`src/hdl/dps_pkg.sv`:
```
// Package for the dual-port memory host controller.
// Assumes a 10 MHz reference clock and one external dual-port memory port.
package dps_pkg;
  localparam int ADDR_W = 15;
  localparam int DATA_W = 9;
  localparam int CLK_PERIOD_NS = 100;
  // Flag update pulse, least time with OE or select released
  localparam int SOP_NS = 12;
  localparam int SOP_CYC = (SOP_NS + CLK_PERIOD_NS - 1) / CLK_PERIOD_NS;
  // Access time allowance for array and semaphore reads
  localparam int ACC_NS = 25;
  localparam int ACC_CYC = (ACC_NS + CLK_PERIOD_NS - 1) / CLK_PERIOD_NS;
  // Write pulse, lengthened to cover driver turn-off plus data setup
  localparam int PWE_NS = 30;
  localparam int PWE_CYC = (PWE_NS + CLK_PERIOD_NS - 1) / CLK_PERIOD_NS;
  localparam logic [2:0] SEM_AW = 3'h3;
  localparam logic [3:0] CNT_ZERO = 4'h0;
  localparam logic [DATA_W-1:0] DATA_ZERO = 9'h000;

  typedef enum logic [1:0] {DPS_RD_ARR, DPS_WR_ARR, DPS_RD_SEM, DPS_WR_SEM} dps_op_t;

  typedef struct packed {
    dps_op_t op;
    logic [ADDR_W-1:0] addr;
    logic [DATA_W-1:0] wdata;
  } dps_req_t;

  typedef struct packed {
    logic ce_n;
    logic sem_n;
    logic rw_n;
    logic oe_n;
    logic [ADDR_W-1:0] addr;
  } dps_pins_t;
endpackage : dps_pkg

```
`src/hdl/dps_wait.sv`:
```
// Down counter for access and pulse waits.
// Assumes load and count share the host clock.
`timescale 1ns/1ns
module dps_wait (
  input wire logic ref_clk_in,
  input wire logic rst_in,
  input wire logic load_in,
  input wire logic [3:0] count_in,
  output logic done_out
);
  logic [3:0] cnt_r;
  logic [3:0] cnt_nxt;

  always_comb
  begin
    cnt_nxt = cnt_r;
    if (load_in)
    begin
      cnt_nxt = count_in;
    end
    else if (cnt_r != dps_pkg::CNT_ZERO)
    begin
      cnt_nxt = cnt_r - 4'h1;
    end
  end

  always_ff @(posedge ref_clk_in)
  begin
    if (rst_in)
    begin
      cnt_r <= dps_pkg::CNT_ZERO;
    end
    else
    begin
      cnt_r <= cnt_nxt;
    end
  end

  // Done ignores load, so a caller may reload on done without a comb loop
  assign done_out = (cnt_r == dps_pkg::CNT_ZERO);
endmodule : dps_wait

```
`src/hdl/dps_host.sv`:
```
// Host controller driving one port of an asynchronous dual-port memory.
// Assumes pin inputs are synchronous to ref_clk_in; the device has no clock.
// Functional notes
// - Read/write stays at read level whenever address lines change.
// - Read/write held at read level throughout every read cycle.
// - Host never drives data while device drives the data pins.
// - With output-enable low, write strobe lengthened for driver turn-off.
// - Continuously-selected address-only reads never used for semaphores.
// - Array select stays high through semaphore write and read.
// - Output-enable or semaphore select released for flag update pulse before readback.
// - During data retention, array select held inactive; an access already under way when retain_in rises still completes.
`timescale 1ns/1ns
module dps_host (
  input wire logic ref_clk_in,
  input wire logic rst_in,
  input wire logic req_valid_in,
  input wire dps_pkg::dps_req_t req_in,
  input wire logic retain_in,
  output logic req_ready_out,
  output logic rsp_valid_out,
  output logic [dps_pkg::DATA_W-1:0] rsp_data_out,
  output logic int_pending_out,
  output dps_pkg::dps_pins_t pins_out,
  input wire logic [dps_pkg::DATA_W-1:0] dq_in,
  output logic [dps_pkg::DATA_W-1:0] dq_out,
  output logic dq_oe_n_out,
  input wire logic busy_n_in,
  input wire logic int_n_in
);
  typedef enum logic [2:0] {ST_IDLE, ST_SETUP, ST_STROBE, ST_HOLD, ST_READ, ST_GAP} dps_state_t;

  dps_state_t state_r, state_nxt;
  dps_pkg::dps_req_t cur_r, cur_nxt;
  dps_pkg::dps_pins_t pins_r, pins_nxt;
  logic [dps_pkg::DATA_W-1:0] dq_r, dq_nxt, rdata_r, rdata_nxt;
  logic dq_oe_n_r, dq_oe_n_nxt, rsp_r, rsp_nxt, int_r, int_nxt;
  logic wait_load;
  logic [3:0] wait_cnt;
  logic wait_done;

  function automatic logic is_write(input dps_pkg::dps_op_t op);
    return (op == dps_pkg::DPS_WR_ARR) || (op == dps_pkg::DPS_WR_SEM);
  endfunction : is_write

  function automatic logic is_sem(input dps_pkg::dps_op_t op);
    return (op == dps_pkg::DPS_RD_SEM) || (op == dps_pkg::DPS_WR_SEM);
  endfunction : is_sem

  function automatic dps_pkg::dps_pins_t idle_pins(input logic [dps_pkg::ADDR_W-1:0] a);
    dps_pkg::dps_pins_t p;
    p.ce_n = 1'b1;
    p.sem_n = 1'b1;
    p.rw_n = 1'b1;
    p.oe_n = 1'b1;
    p.addr = a;
    return p;
  endfunction : idle_pins

  dps_wait u_wait (
    .ref_clk_in(ref_clk_in),
    .rst_in(rst_in),
    .load_in(wait_load),
    .count_in(wait_cnt),
    .done_out(wait_done)
  );

  always_comb
  begin
    state_nxt = state_r;
    cur_nxt = cur_r;
    pins_nxt = pins_r;
    dq_nxt = dq_r;
    dq_oe_n_nxt = dq_oe_n_r;
    rdata_nxt = rdata_r;
    rsp_nxt = 1'b0;
    wait_load = 1'b0;
    wait_cnt = dps_pkg::CNT_ZERO;
    unique case (state_r)
      ST_IDLE:
      begin
        // Retention keeps both selects high
        if (req_valid_in && !retain_in)
        begin
          cur_nxt = req_in;
          // Address moves only with all strobes idle
          pins_nxt = idle_pins(req_in.addr);
          if (is_sem(req_in.op))
          begin
            // Only the latch index is meaningful
            pins_nxt.addr = {{(dps_pkg::ADDR_W-3){1'b0}}, req_in.addr[dps_pkg::SEM_AW-1:0]};
          end
          state_nxt = ST_SETUP;
        end
      end
      ST_SETUP:
      begin
        // Array select stays high for semaphore ops
        pins_nxt.ce_n = is_sem(cur_r.op);
        pins_nxt.sem_n = !is_sem(cur_r.op);
        if (is_write(cur_r.op))
        begin
          // Select and write-enable together: device keeps outputs off
          pins_nxt.rw_n = 1'b0;
          dq_nxt = is_sem(cur_r.op) ? {{(dps_pkg::DATA_W-1){1'b0}}, cur_r.wdata[0]} : cur_r.wdata;
          // Output-enable kept high, so the device never drives here
          dq_oe_n_nxt = 1'b0;
          wait_load = 1'b1;
          wait_cnt = 4'(dps_pkg::PWE_CYC);
          state_nxt = ST_STROBE;
        end
        else
        begin
          // Read level held, each semaphore read reselects
          pins_nxt.oe_n = 1'b0;
          wait_load = 1'b1;
          wait_cnt = 4'(dps_pkg::ACC_CYC);
          state_nxt = ST_READ;
        end
      end
      ST_STROBE:
      begin
        // Slave write waits while busy is low
        if (wait_done && busy_n_in)
        begin
          // Write-enable released first ends the write
          pins_nxt.rw_n = 1'b1;
          state_nxt = ST_HOLD;
        end
      end
      ST_HOLD:
      begin
        pins_nxt.ce_n = 1'b1;
        pins_nxt.sem_n = 1'b1;
        dq_oe_n_nxt = 1'b1;
        rsp_nxt = 1'b1;
        wait_load = 1'b1;
        wait_cnt = 4'(dps_pkg::SOP_CYC);
        state_nxt = ST_GAP;
      end
      ST_READ:
      begin
        // Data sampled only after busy is released
        if (wait_done && busy_n_in)
        begin
          // Captured once; later latch changes do not disturb it
          rdata_nxt = dq_in;
          rsp_nxt = 1'b1;
          pins_nxt = idle_pins(pins_r.addr);
          wait_load = 1'b1;
          wait_cnt = 4'(dps_pkg::SOP_CYC);
          state_nxt = ST_GAP;
        end
      end
      ST_GAP:
      begin
        // Selects and output-enable high for the flag update pulse
        if (wait_done)
        begin
          state_nxt = ST_IDLE;
        end
      end
      default:
      begin
        state_nxt = ST_IDLE;
      end
    endcase
  end

  // Mailbox flag mirrored from the device
  always_comb
  begin
    int_nxt = !int_n_in;
  end

  always_ff @(posedge ref_clk_in)
  begin
    if (rst_in)
    begin
      state_r <= ST_IDLE;
      cur_r <= '0;
      pins_r <= {1'b1, 1'b1, 1'b1, 1'b1, {dps_pkg::ADDR_W{1'b0}}};
      dq_r <= dps_pkg::DATA_ZERO;
      dq_oe_n_r <= 1'b1;
      rdata_r <= dps_pkg::DATA_ZERO;
      rsp_r <= 1'b0;
      int_r <= 1'b0;
    end
    else
    begin
      state_r <= state_nxt;
      cur_r <= cur_nxt;
      pins_r <= pins_nxt;
      dq_r <= dq_nxt;
      dq_oe_n_r <= dq_oe_n_nxt;
      rdata_r <= rdata_nxt;
      rsp_r <= rsp_nxt;
      int_r <= int_nxt;
    end
  end

  assign req_ready_out = (state_r == ST_IDLE) && !retain_in;
  assign rsp_valid_out = rsp_r;
  assign rsp_data_out = rdata_r;
  assign int_pending_out = int_r;
  assign pins_out = pins_r;
  assign dq_out = dq_r;
  assign dq_oe_n_out = dq_oe_n_r;
endmodule : dps_host

```
`config.mk`:
```
export PLATFORM = sky130hd
export DESIGN_NAME = dps_host
export DESIGN_NICKNAME = d
export VERILOG_FILES = /design/src/hdl/dps_pkg.sv /design/src/hdl/dps_wait.sv /design/src/hdl/dps_host.sv
export SDC_FILE = /design/constraint.sdc
export NUM_CORES = 1
export LEC_CHECK = 0
export BUFFER_PORTS_ARGS = -buffer_cell sky130_fd_sc_hd__buf_4
export CAP_MARGIN = 10
export CORE_AREA = 2 2 81 83
export DETAILED_ROUTE_END_ITERATION = 16
export DIE_AREA = 0 0 83 85
export PLACE_DENSITY = 0.6
export SKIP_CTS_REPAIR_TIMING = 1
export SLEW_MARGIN = 0
export SYNTH_ARGS = -nofsm -noshare
export SYNTH_HDL_FRONTEND = slang
export SYNTH_HIERARCHICAL = 1
export SYNTH_SLANG_ARGS = --single-unit
export TNS_END_PERCENT = 5
```
`constraint.sdc`:
```
create_clock -name ref_clk_in -period 2.3 [get_ports ref_clk_in]
set_input_delay 0.23 -clock ref_clk_in [delete_from_list [all_inputs] [get_ports ref_clk_in]]
set_output_delay 0.23 -clock ref_clk_in [all_outputs]
set_load 0.01 [all_outputs]
```
==> impl_metrics.csv, run 1 <==
group,metric,value,unit
sta,hold_viol_final,0,
placed_design,dp_hpwl,3.75,mm
pwr,switchingPower,851,uW
pwr,combPwrFrac,0.224,
finish,syn_to_final_growth,36.6,%
drt,drc,0,
setup_path,arrival,2.15,ns
die,io_pins,82,
sta,setup_viol,0,
logic_synthesis,ys_types,35,
pwr,pwr-share-clk,0.377,
finish,finalNonFillerCells,445,
logic_synthesis,yosysTopAreaCellShare,0.486,
die,die_area,7060,um^2
sta,finClkSkew,0.00901,ns
setup_path,critPathTopFamily,"simple AND/OR/NAND/NOR gates",
grt,track_usage,0.167,
sta,period_needed,1.97,ns
finish,finalNetCount,405,
logic_synthesis,yosys-top-cells-area,"dfxtp_1 49%, nand2_1 12%, a21oi_1 10%",
run_status,status,"complete, no violations",
setup_path,crit_chain,"inv_1 > ha_1 > nor3b_4 > and2_1 > nand3_1 > o21ai_1 > or2_2 > o32ai_1",
finish,fill_cells,617,
sta,rsz0062_at_grt,"false",
drt,antenna_left,0,
die,core,6200,um^2
hold_path,min_path_type,"in2reg",
setup_path,critPathSlowestCell,"nor3b_4",
sta,relSlewSlack,0.565,
grt,grt_max_degree,62,
pwr,p_int,2150,uW
setup_path,critPathBufInv,1,
sta,post-route-period-util,0.856,
placed_design,dp_cells,429,
drt,totalWireLength,5.71,mm
die,rows,29,
finish,ff_latch_area,1160,um^2
setup_path,cp_slowest_stage_delay,0.36,ns
setup_path,crit_fanout,8,
drt,drtIter0Drc,148,
die,fp.dieH,85,um
sta,setup_ws,0.332,ns
finish,multiInputGateArea,1100,um^2
clock_network,cts_made_buffers,9,
clock_network,clockBufferDepth,2,
clock_network,clk_pin_slew_worst_paths,0.07,ns
clock_network,cts_root_buf,"clkbuf_8",
setup_path,path_class,"reg2reg",
drt,post_drt_wl_per_cell,12.8,um
sta,drv_slew,0,
clock_network,cts_max_level,3,
logic_synthesis,synth_area,2390,um^2
logic_synthesis,synth-seq-area-share,0.486,
grt,grt_overflow_total,0,
logic_synthesis,synth_cells,283,
grt,grt_pass1_wl,9.66,mm
pwr,seqPwrFrac,0.399,
placed_design,preCtsSetupSlack,0.257,ns
sta,fmaxAchievable,508,MHz
logic_synthesis,ys.warnings.count,6,
sta,finalSetupTns,0,ns
setup_path,crit_required,2.48,ns
drt,vias,2194,
clock_network,cts_tree,"done",
pwr,p_leak,0.00129,uW
drt,via_per_inst,4.93,
die,initial_core_util,0.385,
pwr,power_density,921,nW/um^2
logic_synthesis,synth_largest_area_cell,"dfxtp_1",
finish,drive_gt1_frac,0.304,
die,die-width,83,um
placed_design,gp_congestion,0.767,
pwr,p_sw_frac,0.284,
grt,antenna_found_initial,0,
logic_synthesis,yosys_register_bits,58,
finish,insertedDiodeCount,0,
sta,tightest_slew,0.652,ns
pwr,power,3000,uW
setup_path,critPathLaunchType,"flop",
setup_path,cp-end-kind,"flop",
job,maxCapViolCount,0,
logic_synthesis,syn_area_per_cell,8.44,um^2
pwr,ir_worst_vdd,0.446,mV
clock_network,clock_sinks,58,
grt,grt_pass1_vias,2123,
placed_design,portBuffers,81,
drt,dr.pass1.iters,5,
clock_network,clock_latency,0.33,ns
==> power by group through the flow <==
stage               Clock (uW)  Sequential, uW  Combinational, uW
floorplan                    0            1200                487
global placement             0            1220                665
detailed placement           0            1220                670
CTS                       1160            1200                677
global route              1210            1220                750
finish                    1130            1200                673
==> stage by stage <==
step	hold WS, ns	cell area (um^2)	utilization
6_report	0.0494	3260	0.526
5_1_grt	0.0366	3260	0.526
4_1_cts	0.0313	3260	0.526
3_5_place_dp	0.388	3020	0.487
3_3_place_gp	0.386	3020	0.487
2_1_floorplan	0.302	2390	-
==> metal layers <==
metal	share of wire	track usage	vias to the layer above
li1	-	-	1120
met1	0.44	0.198	991
met4	0.0096	0.0656	0
met5	0	0	-
met3	0.083	0.0584	7
met2	0.46	0.278	76
==> final timing paths <==
check / endpoint / cells past startpoint / startpoint / slack, ns
hold reg to reg: dq_out[2] / 2 / dq_out[2] / 0.45
setup / recovery: u_wait/cnt_r[3] / 8 / u_wait/cnt_r[0] / 0.33
hold / removal: int_pending_out / 2 / int_n_in / 0.05
setup reg to reg: u_wait/cnt_r[3] / 8 / u_wait/cnt_r[0] / 0.33
==> cell usage in the layout (no fill, tap or decap), types with 2 or more instances in the layout <==
cell | Yosys | final
buf_4 | 0 | 86
conb_1 | 1 | 3
bufinv_16 | 0 | 3
nor4_1 | 2 | 2
and2_1 | 2 | 2
o32ai_1 | 2 | 2
nor2_1 | 5 | 5
dfxtp_1 | 58 | 58
inv_1 | 5 | 5
a21oi_1 | 49 | 49
nand3b_1 | 21 | 21
clkbuf_8 | 0 | 9
xnor2_1 | 3 | 3
nand2_1 | 77 | 77
nor2b_1 | 5 | 5
nand2b_1 | 3 | 3
a221o_1 | 2 | 2
nor3_2 | 2 | 2
nor3_1 | 8 | 8
o22ai_1 | 3 | 3
clkinv_2 | 0 | 2
==> cells by family (layout without fill, tap and decap cells) <==
kind of cell,count (synthesis),count (layout),synth area share
XOR/XNOR,3,3,0.0110
other,1,3,0.00157
flip-flops,58,58,0.486
AND/OR/NAND/NOR,132,132,0.286
adder cells (fa/ha/maj),1,1,0.00524
multiplexers,1,1,0.00472
AO/OA/AOI/OAI,63,63,0.149
buffers and inverters,24,107,0.0566
==> sequential cells by signal, summed over array words and instances (netlist names) <==
register         flops
int_pending_out      1
rsp_valid_out        1
u_wait/cnt_r         4
dq_out               9
dq_oe_n_out          1
pins_out            19
cur_r               11
rsp_data_out         9
state_r              3
==> cell type report <==
| class | count | share of cell area |
|---|---|---|
| repair buffers | 86 | 0.198 |
| flip-flops and latches | 58 | 0.356 |
| well taps | 77 | 0.0295 |
| clock inverters | 7 | 0.0357 |
| multi-input cells | 203 | 0.337 |
| inverters | 5 | 0.00576 |
| clock buffers | 9 | 0.0380 |
==> synthesized netlist by cell type, drive strengths merged <==
cell	n
dfxtp	58
o32ai	2
conb	1
nor2	5
or2	1
nand3b	22
o22ai	3
buf	11
a221oi	1
and3b	1
a221o	2
and2b	1
nor4	3
and2	2
mux2	1
nand2b	3
nor3	10
inv	5
nand2	77
o21ai	2
o211ai	1
nor2b	5
clkbuf	8
a21oi	50
nor3b	1
ha	1
a2111oi	1
xnor2	3
nand3	1
a222oi	1
Note: power is estimated with default switching activity, not from simulation.
==> run 2: changes to the inputs <==
CORE_AREA = 2 2 76 78   (was 2 2 81 83)
DIE_AREA = 0 0 78 80   (was 0 0 83 85)
PLACE_DENSITY = 0.68   (was 0.6)
==> run 2 against run 1 <==
Effect of this change: cell area is 1.3% lower; worst setup slack got worse by 0.17 ns; clock skew decreased by 0.00066 ns; non-clock buffer count unchanged; cell count fell by 1.3%; flip-flop and latch count unchanged; register-to-register slack got worse by 0.17 ns; highest routed layer unchanged.
==> impl_metrics.csv, run 2 (synthesis results as in run 1) <==
group,metric,value,unit
die,rows,27,
grt,grt_max_degree,62,
die,initial_core_util,0.442,
sta,finalSetupTns,0,ns
sta,drv_slew,0,
setup_path,reg2regPathDepth,8,
clock_network,clockBufferDepth,2,
hold_path,holdPathEnd,"int_pending_out",
die,fp.dieH,80,um
finish,syn_to_final_growth,34.7,%
clock_network,cts_made_buffers,9,
sta,post-route-period-util,0.929,
drt,vias,2171,
setup_path,critPathLaunchType,"flop",
drt,post_drt_wl_per_cell,12.3,um
pwr,power_density,874,nW/um^2
finish,fill_cells,526,
setup_path,critPathTopFamily,"simple AND/OR/NAND/NOR gates",
die,core,5410,um^2
setup_path,crit_fanout,8,
die,io_pins,82,
clock_network,clk_pin_slew_worst_paths,0.07,ns
sta,rsz0062_at_grt,"false",
placed_design,portBuffers,81,
setup_path,critPathBufInv,1,
setup_path,critPathSlowestCell,"or2_2",
grt,grt_overflow_total,0,
hold_path,hold_start,"int_n_in",
clock_network,cts_tree,"done",
drt,drc,0,
sta,fmaxAchievable,468,MHz
finish,insertedDiodeCount,0,
grt,met3_usage,0.0554,
placed_design,dpl_cell_area,3010,um^2
placed_design,dp_hpwl,3.65,mm
setup_path,cp_slowest_stage_delay,0.42,ns
setup_path,crit_chain,"inv_1 > ha_1 > nor3b_4 > and2_1 > nand3_1 > o21ai_0 > or2_2 > o32ai_1",
setup_path,crit_required,2.53,ns
clock_network,clock_latency,0.33,ns
pwr,power,2810,uW
finish,final_area,3220,um^2
pwr,p_leak,0.00127,uW
finish,largest_reg_flops,19,
drt,via_per_inst,4.95,
grt,antenna_found_initial,0,
hold_path,min_path_type,"in2reg",
sta,hold_slack,0.0470,ns
setup_path,rr_startpoint,"u_wait/cnt_r[0]",
drt,antenna_left,0,
run_status,status,"complete, no violations",
grt,grt_use_met1,0.228,
job,maxCapViolCount,0,
sta,hold_viol_final,0,
finish,drive_gt1_frac,0.302,
die,die_area,6240,um^2
setup_path,cp-end-kind,"flop",
sta,tightest_slew,0.694,ns
hold_path,min_path_cells,2,
sta,relSlewSlack,0.532,
grt,grt_pass1_vias,2032,
finish,layout_common_cells,"86 x buf_4, 77 x nand2_1, 58 x dfxtp_1",
sta,period_needed,2.14,ns
grt,track_usage,0.184,
drt,totalWireLength,5.41,mm
setup_path,path_class,"reg2reg",
setup_path,r2r_slack,0.16,ns
setup_path,arrival,2.37,ns
sta,finClkSkew,0.00835,ns
finish,layout_commonest_cell,"buf_4",
pwr,ir_worst_vdd,0.402,mV
drt,drtIter0Drc,137,
die,die-width,78,um
grt,busiest_layer,"met2",
drt,dr.pass1.iters,5,
clock_network,cts_max_level,3,
placed_design,gp_congestion,0.858,
clock_network,cts_root_buf,"clkbuf_8",
clock_network,clock_sinks,58,
grt,grt_pass1_wl,9.07,mm
grt,grtUsageMet2,0.292,
sta,setup_viol,0,
finish,finalNetCount,405,
setup_path,worstReg2RegEnd,"u_wait/cnt_r[3]",
==> run 2: layer usage <==
| layer | up-vias | share of wire |
|---|---|---|
| li1 | 1119 | - |
| met1 | 964 | 0.47 |
| met2 | 78 | 0.44 |
| met3 | 10 | 0.076 |
| met4 | 0 | 0.016 |
| met5 | - | 0 |
==> run 2: report_power, final <==
group          leakage, uW  switching [uW]  internal [uW]
combinational     0.000700             343            331
clock             0.000101             386            553
sequential        0.000471            97.3           1100
total              0.00127             826           1980
==> run 2: area by class of cell <==
class	instances	area, um^2	area share
Timing Repair Buffer	86	646	0.201
Clock inverter	4	51.3	0.0159
Sequential cell	58	1160	0.361
Inverter	5	18.8	0.00583
Clock buffer	11	151	0.0471
Tap cell	72	90.1	0.0280
Multi-Input combinational cell	203	1100	0.341
==> run 2: worst reg2reg max path: cells and delay by family (launching register included) <==
| kind | cells | cell delay [ns] |
|---|---|---|
| and+or+nand+nor | 4 | 0.91 |
| AOI/OAI and AO/OA | 2 | 0.50 |
| DFF | 1 | 0.34 |
| adders and majority gates | 1 | 0.23 |
| buffers and inverters | 1 | 0.08 |
==> run 2: how the worst max path moves through the flow <==
| stage | endpoint | cells after the start | slack, ns | start |
|---|---|---|---|---|
| after floorplan | u_wait/cnt_r[3] | 9 | 0.25 | u_wait/cnt_r[0] |
| after global placement | u_wait/cnt_r[3] | 8 | 0.34 | u_wait/cnt_r[0] |
| after detailed placement | u_wait/cnt_r[3] | 8 | 0.17 | u_wait/cnt_r[0] |
| after CTS | u_wait/cnt_r[3] | 8 | 0.16 | u_wait/cnt_r[0] |
| after global routing | u_wait/cnt_r[3] | 8 | 0.02 | u_wait/cnt_r[0] |
| final | u_wait/cnt_r[3] | 8 | 0.16 | u_wait/cnt_r[0] |
==> run 2: stage by stage <==
stage / util / worst slack [ns] / instances
2_1_floorplan: - / 0.250 / 285
3_3_place_gp: 0.558 / 0.340 / 424
3_5_place_dp: 0.558 / 0.174 / 424
4_1_cts: 0.595 / 0.156 / 439
5_1_grt: 0.595 / 0.0242 / 439
6_report: 0.595 / 0.163 / 439
